[config.mk]
export PLATFORM = sky130hd
export DESIGN_NAME = dvr_ramp
export DESIGN_NICKNAME = d
export VERILOG_FILES = /design/src/dvr_pkg.sv /design/src/dvr_ramp.sv /design/src/dvr_sync.sv /design/src/dvr_fifo.sv
export SDC_FILE = /design/constraint.sdc
export NUM_CORES = 2
export LEC_CHECK = 0
export BUFFER_PORTS_ARGS = -buffer_cell sky130_fd_sc_hd__buf_2
export CORE_MARGIN = 1
export CORE_UTILIZATION = 45
export DETAILED_ROUTE_END_ITERATION = 10
export PLACE_DENSITY = 0.68
export SYNTH_ARGS = -nofsm -noshare
export SYNTH_HDL_FRONTEND = slang
export SYNTH_HIERARCHICAL = 1
export SYNTH_SLANG_ARGS = --single-unit
[constraint.sdc]
create_clock -name core_clk -period 8.1 [get_ports core_clk]
set_input_delay 2.025 -clock core_clk [delete_from_list [all_inputs] [get_ports core_clk]]
set_output_delay 2.025 -clock core_clk [all_outputs]
set_load 0.02 [all_outputs]
[src/dvr_pkg.sv]
// constants, carriers and helpers of the digital volume ramp control
package dvr_pkg;

  // register map
  localparam logic [7:0] DVR_NORMAL_OFS = 8'h3f;
  localparam logic [7:0] DVR_EMERG_OFS  = 8'h40;
  localparam logic [7:0] DVR_STATUS_OFS = 8'hfe;

  // values after reset
  localparam logic [7:0] DVR_NORMAL_RST = 8'h11;
  localparam logic [7:0] DVR_EMERG_RST  = 8'h10;
  localparam logic [7:0] DVR_VOL_MUTE   = 8'hff;
  localparam logic [7:0] DVR_ZERO_BYTE  = 8'h00;

  // field positions of the normal ramp register
  localparam int DVR_DOWN_IV_POS   = 6;
  localparam int DVR_DOWN_STEP_POS = 4;
  localparam int DVR_UP_IV_POS     = 2;
  localparam int DVR_UP_STEP_POS   = 0;

  // interval codes and last count values in sample periods
  localparam logic [1:0] DVR_IV_ONE     = 2'h0;
  localparam logic [1:0] DVR_IV_TWO     = 2'h1;
  localparam logic [1:0] DVR_IV_FOUR    = 2'h2;
  localparam logic [1:0] DVR_IV_INSTANT = 2'h3;
  localparam logic [1:0] DVR_LAST_ONE   = 2'h0;
  localparam logic [1:0] DVR_LAST_TWO   = 2'h1;
  localparam logic [1:0] DVR_LAST_FOUR  = 2'h3;

  // step sizes in half-dB codes
  localparam logic [7:0] DVR_STEP_4DB  = 8'h08;
  localparam logic [7:0] DVR_STEP_2DB  = 8'h04;
  localparam logic [7:0] DVR_STEP_1DB  = 8'h02;
  localparam logic [7:0] DVR_STEP_HALF = 8'h01;

  // stream defaults
  localparam int DVR_SAMPLE_W   = 32;
  localparam int DVR_FIFO_DEPTH = 16;

  typedef struct packed {
    logic [1:0] down_iv;
    logic [1:0] down_step;
    logic [1:0] up_iv;
    logic [1:0] up_step;
  } dvr_normal_type;

  typedef struct packed {
    logic [1:0] iv;
    logic [1:0] step;
    logic [3:0] spare;
  } dvr_emerg_type;

  typedef struct packed {
    logic [7:0] left;
    logic [7:0] right;
  } dvr_vol_type;

  typedef struct packed {
    logic       wr;
    logic       rd;
    logic [7:0] addr;
    logic [7:0] wdata;
  } dvr_reg_req_type;

  typedef enum logic [2:0] {
    DVR_PLAY,
    DVR_UP,
    DVR_DOWN,
    DVR_MUTED,
    DVR_EMERG
  } dvr_state_type;

  function automatic logic [7:0] dvr_step(input logic [1:0] code);
    case (code)
      2'h0:    dvr_step = DVR_STEP_4DB;
      2'h1:    dvr_step = DVR_STEP_2DB;
      2'h2:    dvr_step = DVR_STEP_1DB;
      default: dvr_step = DVR_STEP_HALF;
    endcase
  endfunction : dvr_step

  function automatic logic [1:0] dvr_last(input logic [1:0] code);
    case (code)
      DVR_IV_TWO:  dvr_last = DVR_LAST_TWO;
      DVR_IV_FOUR: dvr_last = DVR_LAST_FOUR;
      default:     dvr_last = DVR_LAST_ONE;
    endcase
  endfunction : dvr_last

  // one step from cur toward tgt, never past it
  function automatic logic [7:0] dvr_toward(input logic [7:0] cur,
                                            input logic [7:0] tgt,
                                            input logic [7:0] step);
    logic [8:0] sum;
    logic [8:0] dif;
    sum = {1'b0, cur} + {1'b0, step};
    dif = {1'b0, cur} - {1'b0, step};
    if (cur < tgt) begin
      dvr_toward = (sum > {1'b0, tgt}) ? tgt : sum[7:0];
    end else if (cur > tgt) begin
      dvr_toward = (dif[8] || (dif[7:0] < tgt)) ? tgt : dif[7:0];
    end else begin
      dvr_toward = cur;
    end
  endfunction : dvr_toward

endpackage : dvr_pkg

[src/dvr_ramp.sv]
// digital volume ramp controller with sample stream and register port
`timescale 1ns/1ps
module dvr_ramp
  import dvr_pkg::*;
#(
  parameter int SAMPLE_W   = dvr_pkg::DVR_SAMPLE_W,
  parameter int FIFO_DEPTH = dvr_pkg::DVR_FIFO_DEPTH
) (
  // clock, reset, enable
  input  wire logic                  core_clk,
  input  wire logic                  sys_rst,
  input  wire logic                  clk_en,
  // mute and fault sources
  input  wire logic                  soft_mute_pin_n,
  input  wire logic                  soft_mute_ctrl,
  input  wire logic                  clock_error,
  input  wire logic                  power_fail,
  // target volumes
  input  wire logic [7:0]            left_target_volume,
  input  wire logic [7:0]            right_target_volume,
  // register port
  input  wire dvr_pkg::dvr_reg_req_type reg_req,
  output logic      [7:0]            reg_rdata,
  output logic                       reg_rvalid,
  // sample stream in
  input  wire logic                  in_valid,
  output logic                       in_ready,
  input  wire logic [SAMPLE_W-1:0]   in_data,
  // sample stream out with volume
  output logic                       out_valid,
  input  wire logic                  out_ready,
  output logic      [SAMPLE_W-1:0]   out_data,
  output dvr_pkg::dvr_vol_type       vol_out,
  output dvr_pkg::dvr_state_type     ramp_state
);

  import dvr_pkg::*;

  typedef struct packed {
    dvr_state_type  state;
    logic [1:0]     src;
    logic [1:0]     cnt;
    dvr_vol_type    vol;
    dvr_normal_type normal;
    dvr_emerg_type  emerg;
    logic [7:0]     rdata;
    logic           rvalid;
  } dvr_ramp_st_type;

  localparam logic [1:0] SRC_UP    = 2'h0;
  localparam logic [1:0] SRC_DOWN  = 2'h1;
  localparam logic [1:0] SRC_EMERG = 2'h2;

  dvr_ramp_st_type st_q;
  dvr_ramp_st_type st_d;

  logic        pin_n_s;
  logic        power_fail_s;
  logic        mute_req;
  logic        emerg_req;
  logic        tick;
  logic [1:0]  sel_src;
  logic [1:0]  sel_iv;
  logic [1:0]  sel_step;
  dvr_vol_type goal;
  logic        at_goal;

  // pin inputs cross from outside the clock domain
  dvr_sync #(
    .W    (2),
    .INIT (2'h1)
  ) u_sync (
    .core_clk (core_clk),
    .sys_rst  (sys_rst),
    .clk_en   (clk_en),
    .async_in ({power_fail, soft_mute_pin_n}),
    .sync_out ({power_fail_s, pin_n_s})
  );

  dvr_fifo #(
    .W     (SAMPLE_W),
    .DEPTH (FIFO_DEPTH)
  ) u_fifo (
    .core_clk  (core_clk),
    .sys_rst   (sys_rst),
    .clk_en    (clk_en),
    .in_valid  (in_valid),
    .in_ready  (in_ready),
    .in_data   (in_data),
    .out_valid (out_valid),
    .out_ready (out_ready),
    .out_data  (out_data)
  );

  // one sample leaving the block marks one sample period
  assign tick = out_valid && out_ready;

  always_comb begin
    st_d      = st_q;
    // either mute source gives the same soft mute request
    mute_req  = !pin_n_s || soft_mute_ctrl;
    emerg_req = clock_error || power_fail_s;
    // faults outrank a soft mute or unmute
    if (emerg_req) begin
      sel_src = SRC_EMERG;
    end else if (mute_req) begin
      sel_src = SRC_DOWN;
    end else begin
      sel_src = SRC_UP;
    end
    case (sel_src)
      SRC_EMERG: begin
        sel_iv   = st_q.emerg.iv;
        sel_step = st_q.emerg.step;
        goal     = '{left: DVR_VOL_MUTE, right: DVR_VOL_MUTE};
      end
      SRC_DOWN: begin
        sel_iv   = st_q.normal.down_iv;
        sel_step = st_q.normal.down_step;
        goal     = '{left: DVR_VOL_MUTE, right: DVR_VOL_MUTE};
      end
      default: begin
        sel_iv   = st_q.normal.up_iv;
        sel_step = st_q.normal.up_step;
        goal     = '{left: left_target_volume, right: right_target_volume};
      end
    endcase
    at_goal = (st_q.vol == goal);

    // settings source change restarts the interval count
    st_d.src = sel_src;
    if (sel_src != st_q.src) begin
      st_d.cnt = '0;
    end

    if (sel_iv == DVR_IV_INSTANT) begin
      st_d.vol = goal;
      st_d.cnt = '0;
    end else if (tick && (sel_src == st_q.src) && !at_goal) begin
      if (st_q.cnt >= dvr_last(sel_iv)) begin
        st_d.cnt = '0;
        // clamped step, stops at the goal
        st_d.vol.left  = dvr_toward(st_q.vol.left, goal.left,
                                    dvr_step(sel_step));
        st_d.vol.right = dvr_toward(st_q.vol.right, goal.right,
                                    dvr_step(sel_step));
      end else begin
        st_d.cnt = st_q.cnt + 2'h1;
      end
    end

    case (sel_src)
      SRC_EMERG: st_d.state = DVR_EMERG;
      SRC_DOWN:  st_d.state = (st_d.vol == goal) ? DVR_MUTED : DVR_DOWN;
      SRC_UP:    st_d.state = (st_d.vol == goal) ? DVR_PLAY : DVR_UP;
      default:   st_d.state = DVR_PLAY;
    endcase

    // register port; writes on a read cycle still land
    if (reg_req.wr) begin
      if (reg_req.addr == DVR_NORMAL_OFS) begin
        st_d.normal = dvr_normal_type'(reg_req.wdata);
      end
      if (reg_req.addr == DVR_EMERG_OFS) begin
        st_d.emerg = dvr_emerg_type'(reg_req.wdata);
      end
    end
    st_d.rvalid = reg_req.rd;
    if (reg_req.rd) begin
      case (reg_req.addr)
        DVR_NORMAL_OFS: st_d.rdata = st_q.normal;
        DVR_EMERG_OFS:  st_d.rdata = st_q.emerg;
        DVR_STATUS_OFS: st_d.rdata = {3'h0, emerg_req, mute_req,
                                      st_q.state};
        default:        st_d.rdata = DVR_ZERO_BYTE;
      endcase
    end
  end

  always_ff @(posedge core_clk) begin
    if (sys_rst) begin
      // start muted and let the up ramp bring in the target
      st_q <= '{state:  DVR_UP,
                src:    SRC_UP,
                cnt:    2'h0,
                vol:    '{left: DVR_VOL_MUTE, right: DVR_VOL_MUTE},
                normal: dvr_normal_type'(DVR_NORMAL_RST),
                emerg:  dvr_emerg_type'(DVR_EMERG_RST),
                rdata:  DVR_ZERO_BYTE,
                rvalid: 1'b0};
    end else if (clk_en) begin
      st_q <= st_d;
    end
  end

  assign vol_out    = st_q.vol;
  assign ramp_state = st_q.state;
  assign reg_rdata  = st_q.rdata;
  assign reg_rvalid = st_q.rvalid;

  // checks

  instant_mute_a : assert property (
    @(posedge core_clk) disable iff (sys_rst)
    (clk_en && sel_src == SRC_DOWN &&
     st_q.normal.down_iv == DVR_IV_INSTANT)
    |=> (st_q.vol.left == DVR_VOL_MUTE && st_q.vol.right == DVR_VOL_MUTE))
    else $error("instant mute did not reach mute code");

  instant_unmute_a : assert property (
    @(posedge core_clk) disable iff (sys_rst)
    (clk_en && sel_src == SRC_UP && st_q.normal.up_iv == DVR_IV_INSTANT)
    |=> (st_q.vol.left == $past(left_target_volume) &&
         st_q.vol.right == $past(right_target_volume)))
    else $error("instant unmute did not restore target");

  emerg_instant_a : assert property (
    @(posedge core_clk) disable iff (sys_rst)
    (clk_en && emerg_req && st_q.emerg.iv == DVR_IV_INSTANT)
    |=> (st_q.vol.left == DVR_VOL_MUTE && st_q.vol.right == DVR_VOL_MUTE))
    else $error("emergency instant mute missed");

  down_step_a : assert property (
    @(posedge core_clk) disable iff (sys_rst)
    (clk_en && tick && sel_src == SRC_DOWN && st_q.src == SRC_DOWN &&
     sel_iv != DVR_IV_INSTANT && st_q.cnt >= dvr_last(sel_iv) && !at_goal)
    |=> (st_q.vol.left == dvr_toward($past(st_q.vol.left), DVR_VOL_MUTE,
                          dvr_step($past(st_q.normal.down_step)))))
    else $error("normal down step size wrong");

  up_step_a : assert property (
    @(posedge core_clk) disable iff (sys_rst)
    (clk_en && tick && sel_src == SRC_UP && st_q.src == SRC_UP &&
     sel_iv != DVR_IV_INSTANT && st_q.cnt >= dvr_last(sel_iv) && !at_goal)
    |=> (st_q.vol.right == dvr_toward($past(st_q.vol.right),
                           $past(right_target_volume),
                           dvr_step($past(st_q.normal.up_step)))))
    else $error("up step size wrong");

  emerg_step_a : assert property (
    @(posedge core_clk) disable iff (sys_rst)
    (clk_en && tick && emerg_req && st_q.src == SRC_EMERG &&
     sel_iv != DVR_IV_INSTANT && st_q.cnt >= dvr_last(sel_iv) && !at_goal)
    |=> (st_q.vol.left == dvr_toward($past(st_q.vol.left), DVR_VOL_MUTE,
                          dvr_step($past(st_q.emerg.step)))))
    else $error("emergency step did not lower volume");

  interval_hold_a : assert property (
    @(posedge core_clk) disable iff (sys_rst)
    (clk_en && tick && sel_src == st_q.src && sel_iv != DVR_IV_INSTANT &&
     st_q.cnt < dvr_last(sel_iv) && !at_goal)
    |=> ($stable(st_q.vol) && st_q.cnt == $past(st_q.cnt) + 2'h1))
    else $error("volume moved inside an update interval");

  no_overshoot_a : assert property (
    @(posedge core_clk) disable iff (sys_rst)
    (clk_en && sel_src == SRC_UP && st_q.src == SRC_UP &&
     st_q.vol.left >= left_target_volume)
    |=> (st_q.vol.left >= $past(left_target_volume)))
    else $error("up ramp passed the target");

  emerg_priority_a : assert property (
    @(posedge core_clk) disable iff (sys_rst)
    (clk_en && clock_error) |=> (st_q.state == DVR_EMERG))
    else $error("clock error did not select emergency ramp");

  mute_source_a : assert property (
    @(posedge core_clk) disable iff (sys_rst)
    (clk_en && soft_mute_ctrl && !emerg_req)
    |=> (st_q.state == DVR_DOWN || st_q.state == DVR_MUTED))
    else $error("control bit mute did not ramp down");

  // steps on the other channel (right for down and emergency, left for up) follow the same settings
  down_right_a : assert property (
    @(posedge core_clk) disable iff (sys_rst)
    (clk_en && tick && sel_src == SRC_DOWN && st_q.src == SRC_DOWN &&
     sel_iv != DVR_IV_INSTANT && st_q.cnt >= dvr_last(sel_iv) && !at_goal)
    |=> (st_q.vol.right == dvr_toward($past(st_q.vol.right), DVR_VOL_MUTE,
                           dvr_step($past(st_q.normal.down_step)))))
    else $error("normal down step wrong on right");

  up_left_a : assert property (
    @(posedge core_clk) disable iff (sys_rst)
    (clk_en && tick && sel_src == SRC_UP && st_q.src == SRC_UP &&
     sel_iv != DVR_IV_INSTANT && st_q.cnt >= dvr_last(sel_iv) && !at_goal)
    |=> (st_q.vol.left == dvr_toward($past(st_q.vol.left),
                          $past(left_target_volume),
                          dvr_step($past(st_q.normal.up_step)))))
    else $error("up step wrong on left");

  emerg_right_a : assert property (
    @(posedge core_clk) disable iff (sys_rst)
    (clk_en && tick && sel_src == SRC_EMERG && st_q.src == SRC_EMERG &&
     sel_iv != DVR_IV_INSTANT && st_q.cnt >= dvr_last(sel_iv) && !at_goal)
    |=> (st_q.vol.right == dvr_toward($past(st_q.vol.right), DVR_VOL_MUTE,
                           dvr_step($past(st_q.emerg.step)))))
    else $error("emergency step wrong on right");

  // no sample period, no volume change except by an instant setting
  sample_gate_a : assert property (
    @(posedge core_clk) disable iff (sys_rst)
    (clk_en && !tick && sel_iv != DVR_IV_INSTANT) |=> $stable(st_q.vol))
    else $error("volume moved without a sample period");

  emerg_source_a : assert property (
    @(posedge core_clk) disable iff (sys_rst)
    (clk_en && power_fail_s) |=> (st_q.state == DVR_EMERG))
    else $error("power outage did not select emergency ramp");

  goal_hold_a : assert property (
    @(posedge core_clk) disable iff (sys_rst)
    (clk_en && at_goal && sel_src != SRC_UP) |=> $stable(st_q.vol))
    else $error("volume left the mute goal");

  count_restart_a : assert property (
    @(posedge core_clk) disable iff (sys_rst)
    (clk_en && sel_src != st_q.src) |=> (st_q.cnt == 2'h0))
    else $error("interval count not restarted");

  rvalid_pulse_a : assert property (
    @(posedge core_clk) disable iff (sys_rst)
    clk_en |=> (reg_rvalid == $past(reg_req.rd)))
    else $error("read valid pulse wrong");

  normal_read_a : assert property (
    @(posedge core_clk) disable iff (sys_rst)
    (clk_en && reg_req.rd && reg_req.addr == DVR_NORMAL_OFS)
    |=> (reg_rdata == $past(st_q.normal)))
    else $error("normal settings read back wrong");

  // a low enable must hold every bit of ramp state
  freeze_hold_a : assert property (
    @(posedge core_clk) disable iff (sys_rst)
    !clk_en |=> $stable(st_q))
    else $error("state moved with clock enable low");

endmodule : dvr_ramp

[src/dvr_sync.sv]
// three-flop input synchroniser with agreement filter
`timescale 1ns/1ps
module dvr_sync #(
  parameter int         W    = 1,
  parameter logic [W-1:0] INIT = '0
) (
  // clock and control
  input  wire logic         core_clk,
  input  wire logic         sys_rst,
  input  wire logic         clk_en,
  // signals
  input  wire logic [W-1:0] async_in,
  output logic      [W-1:0] sync_out
);

  typedef struct packed {
    logic [W-1:0] s1;
    logic [W-1:0] s2;
    logic [W-1:0] s3;
    logic [W-1:0] stable;
  } dvr_sync_st_type;

  dvr_sync_st_type st_q;
  dvr_sync_st_type st_d;

  always_comb begin
    st_d    = st_q;
    st_d.s1 = async_in;
    st_d.s2 = st_q.s1;
    st_d.s3 = st_q.s2;
    // s1 feeds only s2; the filter looks at s2 and s3
    for (int i = 0; i < W; i++) begin
      if (st_q.s2[i] == st_q.s3[i]) begin
        st_d.stable[i] = st_q.s3[i];
      end
    end
  end

  always_ff @(posedge core_clk) begin
    if (sys_rst) begin
      st_q <= '{s1: INIT, s2: INIT, s3: INIT, stable: INIT};
    end else if (clk_en) begin
      st_q <= st_d;
    end
  end

  assign sync_out = st_q.stable;

endmodule : dvr_sync

[src/dvr_fifo.sv]
// sample fifo with registered read data
`timescale 1ns/1ps
module dvr_fifo #(
  parameter int W     = 32,
  parameter int DEPTH = 16
) (
  // clock and control
  input  wire logic         core_clk,
  input  wire logic         sys_rst,
  input  wire logic         clk_en,
  // fill side
  input  wire logic         in_valid,
  output logic              in_ready,
  input  wire logic [W-1:0] in_data,
  // drain side
  output logic              out_valid,
  input  wire logic         out_ready,
  output logic      [W-1:0] out_data
);

  localparam int AW = $clog2(DEPTH);
  localparam logic [AW-1:0] LAST_PTR = AW'(DEPTH - 1);
  localparam logic [AW:0]   FULL_CNT = (AW + 1)'(DEPTH);

  typedef struct packed {
    logic [DEPTH-1:0][W-1:0] mem;
    logic [AW-1:0]           wptr;
    logic [AW-1:0]           rptr;
    logic [AW:0]             cnt;
    logic                    full;
    logic                    ovalid;
    logic [W-1:0]            odata;
  } dvr_fifo_st_type;

  dvr_fifo_st_type st_q;
  dvr_fifo_st_type st_d;
  logic            push;
  logic            load;

  always_comb begin
    st_d = st_q;
    push = in_valid && !st_q.full;
    load = (!st_q.ovalid || out_ready) && (st_q.cnt != '0);
    if (st_q.ovalid && out_ready) begin
      st_d.ovalid = 1'b0;
    end
    if (push) begin
      st_d.mem[st_q.wptr] = in_data;
      st_d.wptr = (st_q.wptr == LAST_PTR) ? '0 : st_q.wptr + 1'b1;
    end
    if (load) begin
      // read port is a register: the head moves out one cycle later
      st_d.odata  = st_q.mem[st_q.rptr];
      st_d.ovalid = 1'b1;
      st_d.rptr   = (st_q.rptr == LAST_PTR) ? '0 : st_q.rptr + 1'b1;
    end
    st_d.cnt  = st_q.cnt + (AW + 1)'(push) - (AW + 1)'(load);
    st_d.full = (st_d.cnt == FULL_CNT);
  end

  always_ff @(posedge core_clk) begin
    if (sys_rst) begin
      st_q <= '0;
    end else if (clk_en) begin
      st_q <= st_d;
    end
  end

  assign in_ready  = !st_q.full;
  assign out_valid = st_q.ovalid;
  assign out_data  = st_q.odata;

endmodule : dvr_fifo

==> flow_metrics.py <==
metrics = {
    "clock_tree": {
        "clk_pin_slew_ns": 0.06,
        "clkSinkCount": 614,
        "cts_root_buf": "clkbuf_16",
        "cts_htree_levels": 3,
        "cts.repair.resized": 0,
        "cts_tree": "built",
        "cts_setup_buffers": 0,
        "holdBufCountCts": 0,
        "clk_latency_ns": 0.63,
        "cts_made_buffers": 68,
        "clockBufferDepth": 3,
    },
    "power_and_ir_drop": {
        "ir_worst_vdd_v": 0.000152,
        "leakage_uw": 0.0116,
        "power.total_uw": 7690,
        "p_per_area_nw_per_um2": 232,
    },
    "synthesis": {
        "ys_warn_count": 6,
        "ys_ff_latch": 614,
        "synth_cell_types": 98,
        "yosysTopAreaCell": "dfxtp_1",
        "synth_area_leaders": "dfxtp_1 41%, nand2_1 13%, a21oi_1 9.6%, mux4_2 9.5%, ha_1 3.3%",
        "synth-async-reset-ratio_pct": 0,
        "netlist_area_um2": 30300,
        "synth_edf_count": 0,
        "synth_top_area_share_pct": 40.6,
        "synth_compound_area_share_pct": 16.0,
        "synthSimpleGateAreaFrac_pct": 19.6,
        "synth_nets": 3796,
        "ys.flop_type": "dfxtp_1",
        "ys_seq_area_share_pct": 40.6,
        "synth_fa_ha_area_share_pct": 3.64,
        "syn_area_per_cell_um2": 8.33,
        "synthMuxAreaShare_pct": 12.6,
        "synth-xor-area-share_pct": 1.03,
        "synth_top_family_by_area": "simple AND/OR/NAND/NOR gates",
        "synthCells": 3636,
    },
    "min_path": {
        "hp-start": "u_fifo/st_q[101]",
        "hold_class": "reg2reg",
    },
    "timing": {
        "fmax_ghz": 0.136,
        "layout_worst_path_cycle_share_pct": 90.8,
        "tns_ns": 0,
        "post-route-min-period_ns": 7.35,
        "report.final.slew_viol_count": 0,
        "tightest_slew_ns": 1.26,
        "finalClockSkew_ns": 0.0320,
        "finalHoldViolCount": 0,
        "slew_headroom_pct": 15.7,
        "final-setup-viol-count": 0,
        "rsz0062_at_grt": "false",
    },
    "layout": {
        "stdcell_area_um2": 33200,
        "seqCellArea_um2": 12300,
        "mostFrequentLayoutCells": "1070 x nand2_1, 611 x dfxtp_1, 580 x a21oi_1",
        "drive_gt1_share_pct": 14.0,
        "fillers": 6299,
        "multi_input_area_um2": 16200,
        "fin_cells": 4433,
        "area_growth_pct": 9.58,
        "final_common_cell": "nand2_1",
        "num-nets-final": 3674,
    },
    "worst_setup_path": {
        "startpoint": "soft_mute_ctrl",
        "r2r-start": "u_sync/sync_out[0]",
        "critPathRequiredTime_ns": 8.61,
        "worstSetupPathType": "in2reg",
        "endpoint_kind": "flip-flop",
        "cp-start-kind": "input port",
        "cp.arrival_ns": 7.87,
        "cp_max_fo": 8,
    },
    "routing": {
        "drt.antenna.violating_nets": 0,
        "drc": 29,
        "vias": 26000,
        "routedWlPerCell_um": 21.3,
        "routed_wl_um": 94300,
        "drt_iter0_drc": 2943,
        "first_pass_iters": 11,
        "drt-vias-per-instance": 5.87,
    },
    "grt": {
        "grt-ovfl-total": 0,
        "antenna_found_initial": 3,
        "grt_start_max_net_pins": 217,
        "grt_pass1_wl_um": 144000,
        "grt_pass1_vias": 24700,
        "grt_usage_pct": 27.2,
    },
    "placed_design": {
        "place_area_um2": 30800,
        "routabilityCongestion": 0.976,
        "portBuffers": 136,
        "dp_hpwl_um": 56700,
        "place_inst": 4308,
    },
    "floorplanning": {
        "die_area_um2": 68300,
        "core_area_um2": 66200,
        "num_io_pins": 137,
        "fp.dieW_um": 261,
        "rows": 94,
        "die_h_um": 261,
        "initial_core_util_pct": 45.7,
    },
    "status": {
        "status": "finished, violations left",
        "violations": "design-rule violations",
    },
    "run": {
        "maxCapViolCount": 0,
    },
}
cell usage after synthesis, types with 10 or more instances:
| library cell | instances |
|---|---|
| nand2_1 | 1070 |
| dfxtp_1 | 614 |
| a21oi_1 | 580 |
| clkbuf_1 | 234 |
| nor2_1 | 166 |
| mux4_2 | 128 |
| mux2i_1 | 89 |
| ha_1 | 80 |
| buf_4 | 67 |
| buf_2 | 57 |
| a211o_1 | 47 |
| o21ai_0 | 44 |
| inv_1 | 42 |
| nor3_1 | 36 |
| nand3_1 | 34 |
| xnor2_1 | 21 |
| nor2b_1 | 20 |
| nand4_1 | 18 |
| or2_2 | 18 |
| a211oi_1 | 17 |
| a21o_1 | 12 |
| xor2_1 | 12 |
| nand2b_1 | 11 |
| or3_1 | 10 |
critical path, cell delays in order:
cell	delay, ns
buf_2	0.11
nand2b_1	0.24
mux2i_1	0.20
a21o_1	0.22
nor2_1	0.21
ha_1	0.22
inv_1	0.06
fa_1	0.42
a21o_1	0.22
a2111oi_0	0.60
xor2_1	0.18
ha_1	0.35
o21ai_0	0.17
nor2_1	0.08
o31ai_2	0.60
nor2_2	0.16
mux2_4	0.24
o211a_1	0.19
a2111oi_0	0.08
or4_1	0.52
nor3_1	0.30
o21ai_0	0.13
or3_1	0.31
routing by layer:
layer / track usage [%] / wire (um) / vias up
li1: - / - / 12200
met1: 36.0 / 39900 / 12600
met2: 44.6 / 44200 / 1074
met3: 4.81 / 7320 / 180
met4: 9.71 / 2860 / 4
met5: 0 / 25 / -
where the power goes:
part	internal [uW]	switching, uW
clock	1910	1350
sequential	3080	109
combinational	479	761
total	5470	2220
cell families after synthesis:
family          after synthesis
fa+ha+maj                    85
buf+inv                     419
xor+xnor                     34
compound gates              825
simple gates               1439
mux                         220
flops                       614
stage by stage:
step,util (%),setup WS [ns],hold slack (ns)
after floorplan,-,0.913,0.433
after global placement,46.5,0.429,0.438
after detailed placement,46.5,0.288,0.443
after CTS,50.1,0.920,0.451
after global routing,50.1,0.506,0.465
final,50.1,0.749,0.452
sequential cells by signal, indices dropped and copies added (netlist names), 2 cells and up:
name and cells:
u_fifo/out_data 32, u_fifo/st_q 526, reg_rdata 8, vol_out 16, u_sync/st_d 4, st_q 20, u_sync/sync_out 2, u_sync/st_q 2
ramp_state 2
cell type report:
class,instances,area share [%]
Antenna cell,1,0.00754
Multi-Input combinational cell,2603,48.8
Timing Repair Buffer,184,3.21
Tap cell,864,3.26
Inverter,43,0.487
Clock buffer,95,5.89
Clock inverter,29,1.30
Sequential cell,614,37.1
path summary, 6_finish.rpt:
check	slack [ns]	cells after the start	to
worst max-delay path	0.75	23	ramp_state[0]
worst min-delay path	0.45	2	u_fifo/st_q[101]
worst max register to register	1.90	22	ramp_state[0]
worst min register to register	0.45	2	u_fifo/st_q[101]
No activity file was read; power rests on OpenSTA's default activity.
